<file path="config.mk">
export PLATFORM = sky130hd
export DESIGN_NAME = rxi_irq_route
export DESIGN_NICKNAME = d
export VERILOG_FILES = /design/src/pkg/rxi_pkg.sv /design/src/pkg/rxi_event_if.sv /design/src/rtl/rxi_line_mux.sv /design/src/rtl/rxi_irq_route.sv
export SDC_FILE = /design/constraint.sdc
export NUM_CORES = 1
export LEC_CHECK = 0
export BUFFER_PORTS_ARGS = -buffer_cell sky130_fd_sc_hd__buf_2
export CORE_MARGIN = 2
export CORE_UTILIZATION = 49
export CTS_CLUSTER_DIAMETER = 40
export DETAILED_ROUTE_END_ITERATION = 12
export PLACE_DENSITY = 0.82
export SYNTH_ARGS = -nofsm -noshare
export SYNTH_HDL_FRONTEND = slang
export SYNTH_SLANG_ARGS = --single-unit
export TNS_END_PERCENT = 10
</file>
<file path="constraint.sdc">
create_clock -name clk_sys -period 1.7 [get_ports clk_sys]
set_input_delay 0.255 -clock clk_sys [delete_from_list [all_inputs] [get_ports clk_sys]]
set_output_delay 0.255 -clock clk_sys [all_outputs]
set_load 0.02 [all_outputs]
</file>
<file path="src/pkg/rxi_pkg.sv">
package rxi_pkg;

    // register addresses on the host register port
    localparam logic [6:0] ADDR_IRQ_ENABLE_MASK   = 7'h3F;
    localparam logic [6:0] ADDR_OUTPUT_PIN_ROUTE  = 7'h40;
    localparam logic [6:0] ADDR_IRQ_LINE_SRC_SEL  = 7'h41;
    localparam logic [6:0] ADDR_IRQ_FLAG_CLEAR    = 7'h42;
    localparam logic [6:0] ADDR_IRQ_FLAG_REGISTER = 7'h43;

    // reset values
    localparam logic [7:0] RST_IRQ_ENABLE_MASK  = 8'h00;
    localparam logic [7:0] RST_OUTPUT_PIN_ROUTE = 8'h00;
    localparam logic [7:0] RST_IRQ_LINE_SRC_SEL = 8'h00;
    localparam logic [7:0] RST_IRQ_FLAGS        = 8'h00;

    // event bit positions, shared by enable, clear and flag registers
    localparam int BIT_SLEEP_TIMEOUT  = 7;
    localparam int BIT_RECV_TIMEOUT   = 6;
    localparam int BIT_SIGNAL_VALID   = 5;
    localparam int BIT_PREAMBLE_PASS  = 4;
    localparam int BIT_SYNCWORD_PASS  = 3;
    localparam int BIT_NODE_MATCH     = 2;
    localparam int BIT_CHECKSUM_PASS  = 1;
    localparam int BIT_FRAME_FINISHED = 0;

    // field positions
    localparam int POS_OUT_PIN_FOUR_ROUTE  = 6;
    localparam int POS_OUT_PIN_THREE_ROUTE = 4;
    localparam int POS_OUT_PIN_TWO_ROUTE   = 2;
    localparam int POS_OUT_PIN_ONE_ROUTE   = 0;
    localparam int POS_IRQ_LINE_TWO_SOURCE = 4;
    localparam int POS_IRQ_LINE_ONE_SOURCE = 0;

    // data modes
    localparam logic [1:0] MODE_DIRECT = 2'h0;
    localparam logic [1:0] MODE_BUFFER = 2'h1;
    localparam logic [1:0] MODE_PACKET = 2'h2;

    // output pin route codes
    localparam logic [1:0] ROUTE_DEFAULT = 2'h0;
    localparam logic [1:0] ROUTE_ALT_ONE = 2'h1;
    localparam logic [1:0] ROUTE_ALT_TWO = 2'h2;
    localparam logic [1:0] ROUTE_ALT_THR = 2'h3;

    typedef enum logic [3:0] {
        SRC_ZERO       = 4'h0,
        SRC_SIG_VALID  = 4'h1,
        SRC_PREAMBLE   = 4'h2,
        SRC_SYNCWORD   = 4'h3,
        SRC_CODE_4     = 4'h4,
        SRC_CODE_5     = 4'h5,
        SRC_CODE_6     = 4'h6,
        SRC_CODE_7     = 4'h7,
        SRC_CODE_8     = 4'h8,
        SRC_CODE_9     = 4'h9,
        SRC_CODE_10    = 4'hA,
        SRC_CODE_11    = 4'hB,
        SRC_CODE_12    = 4'hC,
        SRC_CODE_13    = 4'hD,
        SRC_CODE_14    = 4'hE,
        SRC_FORCE_ZERO = 4'hF
    } rxi_src_t;

endpackage

</file>
<file path="src/pkg/rxi_event_if.sv">
`timescale 1ns/10ps
interface rxi_event_if;
    logic [1:0] dataMode;
    logic [7:0] flags;
    logic       signalStrengthIndicator;
    logic       queueNotEmpty;
    logic       queueThreshold;
    logic       queueFull;
    logic       queueByteWriteStrobe;
    logic       queueOverflow;

    modport source
    (
        output dataMode,
        output flags,
        output signalStrengthIndicator,
        output queueNotEmpty,
        output queueThreshold,
        output queueFull,
        output queueByteWriteStrobe,
        output queueOverflow
    );

    modport sink
    (
        input dataMode,
        input flags,
        input signalStrengthIndicator,
        input queueNotEmpty,
        input queueThreshold,
        input queueFull,
        input queueByteWriteStrobe,
        input queueOverflow
    );
endinterface

</file>
<file path="src/rtl/rxi_line_mux.sv">
`timescale 1ns/10ps
module rxi_line_mux
(
    // clock and reset
    input  wire logic         clk_sys,
    input  wire logic         rst_n,
    // selection
    input  wire logic [3:0]   sourceCode,
    rxi_event_if.sink         ev,
    // line
    output logic              irqLine
);

    logic next_irqLine;
    rxi_pkg::rxi_src_t code;

    assign code = rxi_pkg::rxi_src_t'(sourceCode);

    always_comb
    begin
        next_irqLine = 1'b0;
        case (code)
            rxi_pkg::SRC_ZERO:      next_irqLine = 1'b0;
            rxi_pkg::SRC_SIG_VALID: next_irqLine = ev.flags[rxi_pkg::BIT_SIGNAL_VALID];
            rxi_pkg::SRC_PREAMBLE:  next_irqLine = ev.flags[rxi_pkg::BIT_PREAMBLE_PASS];
            rxi_pkg::SRC_SYNCWORD:  next_irqLine = ev.flags[rxi_pkg::BIT_SYNCWORD_PASS];
            rxi_pkg::SRC_FORCE_ZERO: next_irqLine = 1'b0;
            default:
            begin
                case (ev.dataMode)
                    rxi_pkg::MODE_DIRECT:
                    begin
                        case (code)
                            rxi_pkg::SRC_CODE_4: next_irqLine = ev.flags[rxi_pkg::BIT_SLEEP_TIMEOUT];
                            rxi_pkg::SRC_CODE_5: next_irqLine = ev.flags[rxi_pkg::BIT_RECV_TIMEOUT];
                            rxi_pkg::SRC_CODE_6: next_irqLine = ev.signalStrengthIndicator;
                            default:             next_irqLine = 1'b0;
                        endcase
                    end
                    rxi_pkg::MODE_BUFFER:
                    begin
                        case (code)
                            rxi_pkg::SRC_CODE_4:  next_irqLine = ev.flags[rxi_pkg::BIT_SLEEP_TIMEOUT];
                            rxi_pkg::SRC_CODE_5:  next_irqLine = ev.flags[rxi_pkg::BIT_RECV_TIMEOUT];
                            rxi_pkg::SRC_CODE_6:  next_irqLine = ev.queueNotEmpty;
                            rxi_pkg::SRC_CODE_7:  next_irqLine = ev.queueThreshold;
                            rxi_pkg::SRC_CODE_8:  next_irqLine = ev.queueFull;
                            rxi_pkg::SRC_CODE_9:  next_irqLine = ev.queueByteWriteStrobe;
                            rxi_pkg::SRC_CODE_10: next_irqLine = ev.queueOverflow;
                            rxi_pkg::SRC_CODE_11: next_irqLine = ev.signalStrengthIndicator;
                            default:              next_irqLine = 1'b0;
                        endcase
                    end
                    rxi_pkg::MODE_PACKET:
                    begin
                        case (code)
                            rxi_pkg::SRC_CODE_4:  next_irqLine = ev.flags[rxi_pkg::BIT_NODE_MATCH];
                            rxi_pkg::SRC_CODE_5:  next_irqLine = ev.flags[rxi_pkg::BIT_CHECKSUM_PASS];
                            rxi_pkg::SRC_CODE_6:  next_irqLine = ev.flags[rxi_pkg::BIT_FRAME_FINISHED];
                            rxi_pkg::SRC_CODE_7:  next_irqLine = ev.flags[rxi_pkg::BIT_SLEEP_TIMEOUT];
                            rxi_pkg::SRC_CODE_8:  next_irqLine = ev.flags[rxi_pkg::BIT_RECV_TIMEOUT];
                            rxi_pkg::SRC_CODE_9:  next_irqLine = ev.queueNotEmpty;
                            rxi_pkg::SRC_CODE_10: next_irqLine = ev.queueThreshold;
                            rxi_pkg::SRC_CODE_11: next_irqLine = ev.queueFull;
                            rxi_pkg::SRC_CODE_12: next_irqLine = ev.queueByteWriteStrobe;
                            rxi_pkg::SRC_CODE_13: next_irqLine = ev.queueOverflow;
                            rxi_pkg::SRC_CODE_14: next_irqLine = ev.signalStrengthIndicator;
                            default:              next_irqLine = 1'b0;
                        endcase
                    end
                    // the unused mode code keeps the line quiet for codes 4 to 14 rather than guessing
                    default: next_irqLine = 1'b0;
                endcase
            end
        endcase
    end

    always_ff @(posedge clk_sys or negedge rst_n)
    begin
        if (!rst_n)
            irqLine <= 1'b0;
        else
            irqLine <= next_irqLine;
    end

endmodule

</file>
<file path="src/rtl/rxi_irq_route.sv">
`timescale 1ns/10ps
module rxi_irq_route
(
    // clock and reset
    input  wire logic       clk_sys,
    input  wire logic       rst_n,
    // host register port
    input  wire logic       regWrite,
    input  wire logic       regRead,
    input  wire logic [6:0] regAddr,
    input  wire logic [7:0] regWdata,
    output logic      [7:0] regRdata,
    // receiver state and events
    input  wire logic [1:0] dataMode,
    input  wire logic       sleepTimeoutEvent,
    input  wire logic       receiveTimeoutEvent,
    input  wire logic       signalValidEvent,
    input  wire logic       preamblePassEvent,
    input  wire logic       syncwordPassEvent,
    input  wire logic       nodeMatchEvent,
    input  wire logic       checksumPassEvent,
    input  wire logic       frameFinishedEvent,
    input  wire logic       signalStrengthIndicator,
    input  wire logic       queueNotEmpty,
    input  wire logic       queueThreshold,
    input  wire logic       queueFull,
    input  wire logic       queueByteWriteStrobe,
    input  wire logic       queueOverflow,
    // signals offered to the output pins
    input  wire logic       demodData,
    input  wire logic       dataSyncClock,
    input  wire logic       systemClockOut,
    input  wire logic       powerOnResetOut,
    // interrupt lines and output pins
    output logic            irqLineOne,
    output logic            irqLineTwo,
    output logic            outPinOne,
    output logic            outPinTwo,
    output logic            outPinThree,
    output logic            outPinFour
);

    logic [7:0] irqEnableMask;
    logic [7:0] outputPinRoute;
    logic [7:0] irqLineSourceSelect;
    logic [7:0] irqFlags;
    logic [7:0] eventVec;
    logic [7:0] flagClear;
    logic [7:0] next_regRdata;
    logic [1:0] outPinFourRoute;
    logic [1:0] outPinThreeRoute;
    logic [1:0] outPinTwoRoute;
    logic [1:0] outPinOneRoute;
    logic [3:0] irqLineOneSource;
    logic [3:0] irqLineTwoSource;

    rxi_event_if evBus();

    assign eventVec[rxi_pkg::BIT_SLEEP_TIMEOUT]  = sleepTimeoutEvent;
    assign eventVec[rxi_pkg::BIT_RECV_TIMEOUT]   = receiveTimeoutEvent;
    assign eventVec[rxi_pkg::BIT_SIGNAL_VALID]   = signalValidEvent;
    assign eventVec[rxi_pkg::BIT_PREAMBLE_PASS]  = preamblePassEvent;
    assign eventVec[rxi_pkg::BIT_SYNCWORD_PASS]  = syncwordPassEvent;
    assign eventVec[rxi_pkg::BIT_NODE_MATCH]     = nodeMatchEvent;
    assign eventVec[rxi_pkg::BIT_CHECKSUM_PASS]  = checksumPassEvent;
    assign eventVec[rxi_pkg::BIT_FRAME_FINISHED] = frameFinishedEvent;

    assign outPinFourRoute  = outputPinRoute[rxi_pkg::POS_OUT_PIN_FOUR_ROUTE +: 2];
    assign outPinThreeRoute = outputPinRoute[rxi_pkg::POS_OUT_PIN_THREE_ROUTE +: 2];
    assign outPinTwoRoute   = outputPinRoute[rxi_pkg::POS_OUT_PIN_TWO_ROUTE +: 2];
    assign outPinOneRoute   = outputPinRoute[rxi_pkg::POS_OUT_PIN_ONE_ROUTE +: 2];
    assign irqLineTwoSource = irqLineSourceSelect[rxi_pkg::POS_IRQ_LINE_TWO_SOURCE +: 4];
    assign irqLineOneSource = irqLineSourceSelect[rxi_pkg::POS_IRQ_LINE_ONE_SOURCE +: 4];

    // clear strobes last only for the write cycle; nothing is stored
    assign flagClear = (regWrite && regAddr == rxi_pkg::ADDR_IRQ_FLAG_CLEAR) ? regWdata : 8'h00;

    // writable registers
    always_ff @(posedge clk_sys or negedge rst_n)
    begin
        if (!rst_n)
        begin
            irqEnableMask       <= rxi_pkg::RST_IRQ_ENABLE_MASK;
            outputPinRoute      <= rxi_pkg::RST_OUTPUT_PIN_ROUTE;
            irqLineSourceSelect <= rxi_pkg::RST_IRQ_LINE_SRC_SEL;
        end
        else if (regWrite)
        begin
            if (regAddr == rxi_pkg::ADDR_IRQ_ENABLE_MASK)
                irqEnableMask <= regWdata;
            if (regAddr == rxi_pkg::ADDR_OUTPUT_PIN_ROUTE)
                outputPinRoute <= regWdata;
            if (regAddr == rxi_pkg::ADDR_IRQ_LINE_SRC_SEL)
                irqLineSourceSelect <= regWdata;
        end
    end

    // latched flags: an event in the clear cycle survives; the byte write
    // pulse is deliberately absent from this vector
    always_ff @(posedge clk_sys or negedge rst_n)
    begin
        if (!rst_n)
            irqFlags <= rxi_pkg::RST_IRQ_FLAGS;
        else
            irqFlags <= (irqFlags & ~flagClear) | (eventVec & irqEnableMask);
    end

    // read data is valid the cycle after the read strobe
    always_comb
    begin
        next_regRdata = 8'h00;
        if (regRead)
        begin
            case (regAddr)
                rxi_pkg::ADDR_IRQ_ENABLE_MASK:   next_regRdata = irqEnableMask;
                rxi_pkg::ADDR_OUTPUT_PIN_ROUTE:  next_regRdata = outputPinRoute;
                rxi_pkg::ADDR_IRQ_LINE_SRC_SEL:  next_regRdata = irqLineSourceSelect;
                rxi_pkg::ADDR_IRQ_FLAG_REGISTER: next_regRdata = irqFlags;
                default:                         next_regRdata = 8'h00;
            endcase
        end
    end

    always_ff @(posedge clk_sys or negedge rst_n)
    begin
        if (!rst_n)
            regRdata <= 8'h00;
        else
            regRdata <= next_regRdata;
    end

    assign evBus.dataMode                = dataMode;
    assign evBus.flags                   = irqFlags;
    assign evBus.signalStrengthIndicator = signalStrengthIndicator;
    assign evBus.queueNotEmpty           = queueNotEmpty;
    assign evBus.queueThreshold          = queueThreshold;
    assign evBus.queueFull               = queueFull;
    assign evBus.queueByteWriteStrobe    = queueByteWriteStrobe;
    assign evBus.queueOverflow           = queueOverflow;

    rxi_line_mux u_lineOne
    (
        .clk_sys    (clk_sys),
        .rst_n      (rst_n),
        .sourceCode (irqLineOneSource),
        .ev         (evBus),
        .irqLine    (irqLineOne)
    );

    rxi_line_mux u_lineTwo
    (
        .clk_sys    (clk_sys),
        .rst_n      (rst_n),
        .sourceCode (irqLineTwoSource),
        .ev         (evBus),
        .irqLine    (irqLineTwo)
    );

    // pins are retimed, so routed clocks are limited to half of clk_sys
    always_ff @(posedge clk_sys or negedge rst_n)
    begin
        if (!rst_n)
        begin
            outPinOne   <= 1'b0;
            outPinTwo   <= 1'b0;
            outPinThree <= 1'b0;
            outPinFour  <= 1'b0;
        end
        else
        begin
            case (outPinFourRoute)
                rxi_pkg::ROUTE_DEFAULT: outPinFour <= demodData;
                rxi_pkg::ROUTE_ALT_ONE: outPinFour <= irqLineOne;
                rxi_pkg::ROUTE_ALT_TWO: outPinFour <= irqLineTwo;
                default:                outPinFour <= dataSyncClock;
            endcase
            case (outPinThreeRoute)
                rxi_pkg::ROUTE_DEFAULT: outPinThree <= systemClockOut;
                rxi_pkg::ROUTE_ALT_ONE: outPinThree <= irqLineOne;
                rxi_pkg::ROUTE_ALT_TWO: outPinThree <= irqLineTwo;
                default:                outPinThree <= demodData;
            endcase
            case (outPinTwoRoute)
                rxi_pkg::ROUTE_DEFAULT: outPinTwo <= irqLineOne;
                rxi_pkg::ROUTE_ALT_ONE: outPinTwo <= irqLineTwo;
                rxi_pkg::ROUTE_ALT_TWO: outPinTwo <= dataSyncClock;
                default:                outPinTwo <= 1'b0;
            endcase
            case (outPinOneRoute)
                rxi_pkg::ROUTE_DEFAULT: outPinOne <= powerOnResetOut;
                rxi_pkg::ROUTE_ALT_ONE: outPinOne <= irqLineOne;
                rxi_pkg::ROUTE_ALT_TWO: outPinOne <= irqLineTwo;
                default:                outPinOne <= demodData;
            endcase
        end
    end

    for (genvar i = 0; i < 8; i++)
    begin : g_flagChk

    end
endmodule

</file>
=== Word-level counts from Yosys, hierarchy flattened ===
Cells that the tools add are included.

* Output and inout bits: 14
* Register bits: 46
* Logic and storage cells: 90
* Input bits: 39

* Muxes and demuxes: 17
* Reduce and logical (&&, ||, !) cells: 13
* Bitwise gates (word level): 4
* Equality and inequality tests: 45

{| class="wikitable"
|+ Operators with widths
! kind !! count
|-
| $eq 4x4->1 const B || 16
|-
| $eq 4x3->1 const B || 8
|-
| $pmux 8 s4 || 1
|-
| $eq 7x7->1 const B || 4
|-
| $pmux 1 s3 || 8
|-
| $pmux 1 s11 || 2
|-
| $and 8x8->8 || 2
|-
| $eq 4x2->1 const B || 4
|-
| $mux 8 || 2
|-
| $pmux 1 s8 || 2
|-
| $eq 2x1->1 const B || 5
|-
| $eq 2x2->1 const B || 5
|-
| $logic_not 2->1 || 5
|-
| $eq 4x1->1 const B || 2
|-
| $logic_not 4->1 || 2
|-
| $not 8->8 || 1
|-
| $or 8x8->8 || 1
|-
| $pmux 1 s4 || 2
|-
| $eq 7x6->1 const B || 1
|-
| $reduce_and 2->1 || 3
|-
| $reduce_or 2->1 || 2
|-
| $logic_and 1x1->1 || 1
|}

=== Depth between registers and ports, before layout ===
Gate-level depths: netlist of run 1.

* Depth after elaboration: 6
* Mapped depth: 7
* Depth with buffers taken out: 7

=== Modules after synthesis ===
A second synthesis of run 1 with hierarchy kept.

* Cells, all modules: 215
* Area, all modules: 2586.2 sq um

{| class="wikitable"
|+ Modules (own cells, without submodules)
! module !! seq. area each (sq um) !! area each (sq um) !! cells each !! instances
|-
| rxi_irq_route || 1101.1 || 1968.1 || 139 || 1
|-
| rxi_line_mux || 25.0 || 309.0 || 38 || 2
|}

=== Least setup slack after synthesis of run 1 ===
Ideal clock, no wire load.

* Kind: reg2reg
* Start: reg irqLineSourceSelect[4]
* End: reg u_lineTwo.irqLine
* Period minus slack after synthesis: 1668 ps
* Stages on the path, launching flop included: 7
* Setup time: 126 ps
* Arrival: 1542 ps
* Path slack: 32 ps
* Required time: 1574 ps
* Path buffers: 1
* Cell sequence: dfrtp_1 > buf_2 > nor2b_1 > a22o_1 > a221oi_1 > a211oi_1 > o32a_1

* Longest elaborated chain between the ends: 4
* Elaborated cells between the ends (all ways): 22

{| class="wikitable"
|+ RTL lines
! element !! RTL line !! RTL
|-
| start, declared || rxi_irq_route.sv:45 || <nowiki>logic [7:0] irqLineSourceSelect;</nowiki>
|-
| start signal, assigned || rxi_irq_route.sv:85 || <nowiki>irqLineSourceSelect <= rxi_pkg::RST_IRQ_LINE_SRC_SEL;</nowiki>
|-
| start signal, assigned || rxi_irq_route.sv:94 || <nowiki>irqLineSourceSelect <= regWdata;</nowiki>
|-
| $eq 4x4->1 (tied with other cells) || rxi_line_mux.sv:56 || <nowiki>case (code)</nowiki>
|-
| $pmux 1 s11 (tied with other cells) || rxi_line_mux.sv:56 ||
|-
| $pmux 1 s3 || rxi_line_mux.sv:30 || <nowiki>case (ev.dataMode)</nowiki>
|-
| $pmux 1 s4 (*) || rxi_line_mux.sv:22 || <nowiki>case (code)</nowiki>
|-
| named net u_lineTwo.next_irqLine || rxi_line_mux.sv:14 || <nowiki>logic next_irqLine;</nowiki>
|-
| end signal, assigned || rxi_line_mux.sv:83 || <nowiki>irqLine <= next_irqLine;</nowiki>
|-
| end, declared || rxi_line_mux.sv:11 || <nowiki>output logic irqLine</nowiki>
|}

The timed path passes the listed nets; every way through them passes the cells marked *.
A chain may end at the register's enable or synchronous reset.

=== Worst setup path after layout of run 1 ===
* Start: reg irqLineSourceSelect[6]
* End: reg u_lineTwo.irqLine

The elaborated chain is that of the path after synthesis.

==> results of run 1 <==
-- layout by cell type (no fill, tap or decap), types with 3 or more instances in the layout --
cell | netlist | routed
mux2_2 | 24 | 24
a211oi_1 | 4 | 4
mux2i_1 | 15 | 15
nand3_1 | 6 | 6
nor2_1 | 22 | 22
buf_2 | 4 | 52
a22oi_1 | 6 | 4
mux4_2 | 3 | 3
a221oi_1 | 10 | 10
clkbuf_8 | 0 | 6
inv_1 | 5 | 3
a22o_1 | 14 | 14
buf_4 | 1 | 27
ha_1 | 8 | 4
a21oi_1 | 3 | 3
dfrtp_1 | 46 | 45
o21ai_0 | 8 | 8
nor2b_1 | 5 | 5
nand2_1 | 24 | 24
ha_4 | 0 | 3
-- area by class of cell --
cell class / count / area (um^2)
Tap cell: 70 / 87.6
Fill cell: 383 / 1800
Sequential cell: 46 / 1150
Inverter: 5 / 18.8
Clock inverter: 1 / 5.00
Multi-Input combinational cell: 177 / 1450
Timing Repair Buffer: 82 / 513
Clock buffer: 7 / 86.3
-- registers in the layout, summed over array words and instances (netlist names), 8 cells and up --
register             cells
irqEnableMask            8
evBus.flags              8
outputPinRoute           8
regRdata                 8
irqLineSourceSelect      8
-- final timing paths --
check                                            start                      to  slack (ns)  cells after the start
worst max-delay path            irqLineSourceSelect[6]       u_lineTwo.irqLine       -0.04                      7
max in group asynchronous                        rst_n  irqLineSourceSelect[3]        0.75                      3
worst min-delay path                 checksumPassEvent          evBus.flags[1]        0.19                      2
worst min register to register        irqEnableMask[3]          evBus.flags[3]        0.53                      1
min in group asynchronous                        rst_n             regRdata[4]        0.45                      2
worst max register to register  irqLineSourceSelect[6]       u_lineTwo.irqLine       -0.04                      7
-- what timing repair did --
| item | in CTS | in global routing |
|---|---|---|
| hold endpoints to repair | 20 | 0 |
| setup endpoints to repair | 2 | 10 |
| buffers inserted | 2 | 0 |
| pin swaps | 3 | 1 |
| hold buffers | 1 | 0 |
| gates resized for setup | 8 | 5 |
-- routing by layer --
| metal | part of all wire [%] | routed length, um | GRT usage (%) |
|---|---|---|---|
| met2 | 49 | 3480 | 40.5 |
| met1 | 40 | 2870 | 33.7 |
| met3 | 7.1 | 503 | 4.47 |
| met5 | 0 | 0 | 0 |
| met4 | 3.6 | 255 | 12.2 |
-- power by group through the flow --
stage          sequential (mW)  clock, mW  combinational [mW]
2_1_floorplan             1.40          0               0.421
3_3_place_gp              1.45          0               0.724
3_5_place_dp              1.46          0               0.743
4_1_cts                   1.44      0.685               0.777
5_1_grt                   1.47      0.741               0.873
6_report                  1.46      0.680               0.796
-- worst reg2reg max path, cell delays in order, from the launching register on --
cell and delay (ns):
dfrtp_1 0.43, inv_2 0.08, ha_4 0.18, a22oi_2 0.14, nor2b_1 0.06, a311oi_1 0.27
a21oi_1 0.12, o32a_1 0.33
-- per-stage QoR --
step	hold slack, ns	instance area [um^2]	power (mW)	cells	utilization [%]
after detailed placement	0.234	3140	2.20	377	61.4
after global routing	0.182	3310	3.08	388	64.8
after floorplan	-0.0406	2600	1.82	235	-
final	0.188	3310	2.94	388	64.8
after CTS	0.182	3290	2.90	388	64.3
after global placement	0.229	3140	2.18	377	61.4
-- kinds of logic after synthesis --
| kind of cell | count (synthesis) | synth area share (%) |
|---|---|---|
| buffers and inverters | 12 | 2.07 |
| AOI/OAI and AO/OA | 56 | 16.4 |
| adders and majority gates | 8 | 3.86 |
| DFF | 46 | 44.3 |
| and+or+nand+nor | 69 | 13.7 |
| muxes | 44 | 19.7 |
==> out/metrics.yaml, run 1 <==
timing:
  slew_viol_final: 0
  finalSetupViolCount: 2
  fin_setup_tns_ns: -0.0679
  fmax_mhz: 575
  tightestPinTransition_ns: 0.580
  fin_ws_ns: -0.0397
  period_share_pct: 102
  rsz0062_at_grt: "yes"
  hold_violations: 0
  maxSlewHeadroom_pct: 61.1
  skew_ns: 0.00563
  layout_min_cycle_time_ns: 1.74
global_route:
  grt_max_degree: 27
  grt_pass1_vias: 2321
  grt_first_pass_wirelength_um: 11700
  antenna_found_initial: 0
  grt_util_all_layers_pct: 25.5
  gr-total-overflow: 0
critical_path:
  crit_required_ns: 1.89
  startpoint_type: "flop"
  worstPathMaxFanout: 4
  path_cells: "inv_2 > ha_4 > a22oi_2 > nor2b_1 > a311oi_1 > a21oi_1 > o32a_1"
  cp_slowest_stage_delay_ns: 0.43
  end_kind: "flop"
  cp_slowest_cell: "dfrtp_1"
  crit_family: "compound AO/OA/AOI/OAI gates"
  arrival_ns: 1.93
  crit_buf_inv: 1
  critPathKind: "reg -> reg"
synthesis:
  synth_common_cells: "dfrtp_1 (46), mux2_2 (24), nand2_1 (24)"
  synthCells: 235
  ys_types: 39
  synth_nets: 282
  synth.most_common_cell: "dfrtp_1"
  yosysSeqAreaShare_pct: 44.3
  netlist.area_leader.share_pct: 44.3
  syn_avg_cell_area_um2: 11.0
  yosysTopAreaCell: "dfrtp_1"
  synth_area_um2: 2600
  synth_flop_cell: "dfrtp_1"
  yosysWarnings: 0
  synthTopCellsByArea: "dfrtp_1 (44%), mux2_2 (10%), mux2i_1 (5.8%), a22o_1 (4.7%), ha_1 (3.9%)"
  ys_ff_latch: 46
  async_flop_share_pct: 100
  synth_edf_count: 0
finish:
  drive_gt1_share_pct: 40.3
  n_antenna_cell: 0
  fin_nets: 364
  area_growth_pct: 27.5
placement:
  place_hpwl_um: 5310
  gp_congestion: 0.991
  io_buffers: 52
  dpl_worst_slack_ns: -0.235
floorplanning:
  ioPinCount: 53
  initial_core_util_pct: 50.8
  die_area_um2: 5900
  die_w_um: 76.8
  row_count: 26
  fp.dieH_um: 76.8
  core_area_um2: 5110
clock_network:
  cts_made_buffers: 5
  clk_latency_ns: 0.30
  clk_pin_slew_worst_paths_ns: 0.08
  cts_tree: "built"
  clock-sinks: 46
  htreeDepth: 2
  clk_path_buf_depth: 2
  root_buffer: "clkbuf_8"
run_status:
  violations: "negative setup slack"
  status: "finished, violations left"
pwr:
  ir_drop_mv: 0.680
  p_int_mw: 1.99
  p_sw_share_pct: 32.1
  combPwrFrac_pct: 27.1
  power_frac_clock_pct: 23.2
  p_leak_nw: 1.55
  seqPwrFrac_pct: 49.7
  p_per_area_nw_per_um2: 887
  switchingPower_mw: 0.941
detailed_routing:
  vias_per_cell: 6.15
  wl_per_cell_um: 18.3
  post-route-drc-count: 0
  ant_nets: 0
  drt_first_pass_iters: 4
  drt_iter0_drc: 178
  vias: 2386
  wl_um: 7110
job:
  maxCapViolations: 0
worst_hold_path:
  min_path_type: "in -> reg"
No activity file was read; power rests on OpenSTA's default activity.
==> inputs of run 2 (changes only) <==
--- a/config.mk
+++ b/config.mk
@@ -5,12 +5,13 @@
 export SDC_FILE = /design/constraint.sdc
 export NUM_CORES = 1
 export LEC_CHECK = 0
+export ABC_CLOCK_PERIOD_IN_PS = 1700
 export BUFFER_PORTS_ARGS = -buffer_cell sky130_fd_sc_hd__buf_2
 export CORE_MARGIN = 2
 export CORE_UTILIZATION = 49
 export CTS_CLUSTER_DIAMETER = 40
 export DETAILED_ROUTE_END_ITERATION = 12
-export PLACE_DENSITY = 0.82
+export PLACE_DENSITY = 0.85
 export SYNTH_ARGS = -nofsm -noshare
 export SYNTH_HDL_FRONTEND = slang
 export SYNTH_SLANG_ARGS = --single-unit
==> run 2 against run 1 <==
Against the previous run:
- the flow still finishes with violations (negative setup slack)
- critical path depth stayed put
- critical endpoint unchanged
- final area up 0.45%
- via count is 1.0% lower
- routed wire length is 4.8% higher
==> out/metrics.yaml, run 2 (same netlist as run 1, synthesis figures left out) <==
timing:
  tightestPinTransition_ns: 0.654  # +0.0737 ns
  period_share_pct: 102  # -0.23 points
  maxSlewHeadroom_pct: 56.4  # -4.7 points
  skew_ns: 0.00560  # -0.0000311 ns
  slew_viol_final: 0  # unchanged
  rsz0062_at_grt: "yes"
  fmax_mhz: 576  # +0.22%
  fin_ws_ns: -0.0358  # +0.00386 ns
  finalSetupViolCount: 1  # -1
  layout_min_cycle_time_ns: 1.74  # -0.00386 ns
  hold_violations: 0  # unchanged
  fin_setup_tns_ns: -0.0358  # +0.0321 ns
pwr:
  p_sw_share_pct: 31.0  # -1.1 points
  ir_drop_mv: 0.606  # -11%
  switchingPower_mw: 0.936  # -0.55%
  p_leak_nw: 1.57  # +1.3%
  p_int_mw: 2.09  # +4.6%
  power_frac_clock_pct: 26.4  # +3.2 points
  combPwrFrac_pct: 25.3  # -1.8 points
  p_per_area_nw_per_um2: 909  # +2.5%
  seqPwrFrac_pct: 48.3  # -1.4 points
worst_hold_path:
  min_to: "evBus.flags[0]"
  min_path_type: "in -> reg"
  hold_path_startpoint: "frameFinishedEvent"
  holdPathStages: 2  # unchanged
run_status:
  violations: "negative setup slack"
  status: "finished, violations left"
global_route:
  grt_max_degree: 28  # +3.7%
  grt_first_pass_wirelength_um: 12000  # +1.9%
  grt_util_all_layers_pct: 25.9  # +0.40 points
  grt_pass1_vias: 2398  # +3.3%
  antenna_found_initial: 0  # unchanged
  gr-total-overflow: 0  # unchanged
detailed_routing:
  drt_first_pass_iters: 5  # +1
  drt_iter0_drc: 262  # +47%
  ant_nets: 0  # unchanged
  wl_per_cell_um: 19.1  # +4.0%
  wl_um: 7450  # +4.8%
  post-route-drc-count: 0  # unchanged
  vias: 2362  # -1.0%
  vias_per_cell: 6.04  # -1.8%
placement:
  io_buffers: 52  # unchanged
  dpl_worst_slack_ns: -0.0195  # +0.215 ns
  place_hpwl_um: 5250  # -1.2%
  place_area_um2: 3160  # +0.72%
  gp_congestion: 0.912  # -8.0%
clock_network:
  clk_path_buf_depth: 2  # unchanged
  cts_tree: "built"
  clk_pin_slew_worst_paths_ns: 0.08  # about the same
  clock-sinks: 46  # unchanged
  cts_made_buffers: 5  # unchanged
  htreeDepth: 2  # unchanged
  clk_latency_ns: 0.30  # about the same
  root_buffer: "clkbuf_8"
floorplanning:
  ioPinCount: 53  # unchanged
  core_area_um2: 5110  # unchanged
  die_area_um2: 5900  # unchanged
  fp.dieH_um: 76.8  # unchanged
  initial_core_util_pct: 50.8  # unchanged
  die_w_um: 76.8  # unchanged
  row_count: 26  # unchanged
critical_path:
  arrival_ns: 1.93  # about the same
  worstRegToRegCells: 7  # unchanged
  crit_required_ns: 1.89  # about the same
  cp_slowest_stage_delay_ns: 0.43  # about the same
  reg2reg_slack_ns: -0.04  # about the same
  startpoint_type: "flop"
  path_cells: "inv_2 > ha_4 > a22oi_2 > nor2b_1 > a311oi_1 > a21oi_1 > o32a_1"
  rr_startpoint: "irqLineSourceSelect[6]"
  crit_family: "compound AO/OA/AOI/OAI gates"
  worstPathMaxFanout: 4  # unchanged
  end_kind: "flop"
  worstReg2RegEnd: "u_lineTwo.irqLine"
  crit_buf_inv: 1  # unchanged
  cp_slowest_cell: "dfrtp_1"
  critPathKind: "reg -> reg"
finish:
  fin_nets: 367  # +0.82%
  area_growth_pct: 28.1
  drive_gt1_share_pct: 40.2  # -0.065 points
  n_antenna_cell: 0  # unchanged
  layout_commonest_cell: "buf_2"
  stdcell_area_um2: 3330  # +0.45%
  layout_common_cells: "buf_2 (52), dfrtp_1 (46), buf_4 (30), nand2_1 (24), mux2_2 (24)"
job:
  maxCapViolations: 0  # unchanged
-- run 2: per-layer routing --
layer / global-route usage, % / vias to the layer above / wire length (um)
li1: - / 1058 / -
met1: 31.4 / 1171 / 2930
met2: 44.7 / 113 / 3850
met3: 4.71 / 20 / 458
met4: 11.5 / 0 / 217
met5: 0 / - / 0
-- run 2: area by class of cell --
type | count | area (um^2)
Clock inverter | 3 | 40.0
Clock buffer | 5 | 68.8
Inverter | 5 | 18.8
Timing Repair Buffer | 85 | 536
Tap cell | 70 | 87.6
Multi-Input combinational cell | 177 | 1420
Sequential cell | 46 | 1150
Fill cell | 384 | 1780
-- run 2: worst max path at each step --
stage	cells past startpoint	startpoint	endpoint
2_1_floorplan	6	irqLineSourceSelect[4]	u_lineTwo.irqLine
3_3_place_gp	7	irqLineSourceSelect[2]	u_lineOne.irqLine
3_5_place_dp	6	regAddr[2]	outputPinRoute[2]
4_1_cts	7	irqLineSourceSelect[6]	u_lineTwo.irqLine
5_1_grt	7	irqLineSourceSelect[6]	u_lineTwo.irqLine
6_report	7	irqLineSourceSelect[6]	u_lineTwo.irqLine
-- run 2: through the flow --
stage	hold slack (ns)	utilization [%]	total power [mW]	instances
after floorplan	-0.0406	-	1.82	235
after global placement	0.301	61.9	2.16	380
after detailed placement	0.304	61.9	2.18	380
after CTS	0.174	64.3	2.99	389
after global routing	0.184	65.1	3.16	391
final	0.176	65.1	3.02	391
-- run 2: worst register-to-register path, stage by stage (launching register included) --
cell and delay [ns]:
dfrtp_1 0.43, inv_2 0.09, ha_4 0.19, a22oi_2 0.15, nor2b_1 0.06, a311oi_1 0.24, a21oi_1 0.12, o32a_1 0.34
-- run 2: power groups by stage --
stage | Clock [mW] | Sequential [mW] | Combinational, mW
floorplan | 0 | 1.40 | 0.421
global placement | 0 | 1.46 | 0.702
detailed placement | 0 | 1.46 | 0.720
CTS | 0.811 | 1.45 | 0.729
global route | 0.846 | 1.48 | 0.834
finish | 0.799 | 1.46 | 0.763
-- run 2: timing repair --
| action | in CTS | in global routing |
|---|---|---|
| setup buffers | 0 | 2 |
| hold buffers | 1 | 0 |
| setup endpoints to repair | 2 | 2 |
| hold endpoints to repair | 26 | 0 |
| resized for setup | 2 | 6 |
| pin swaps | 1 | 2 |
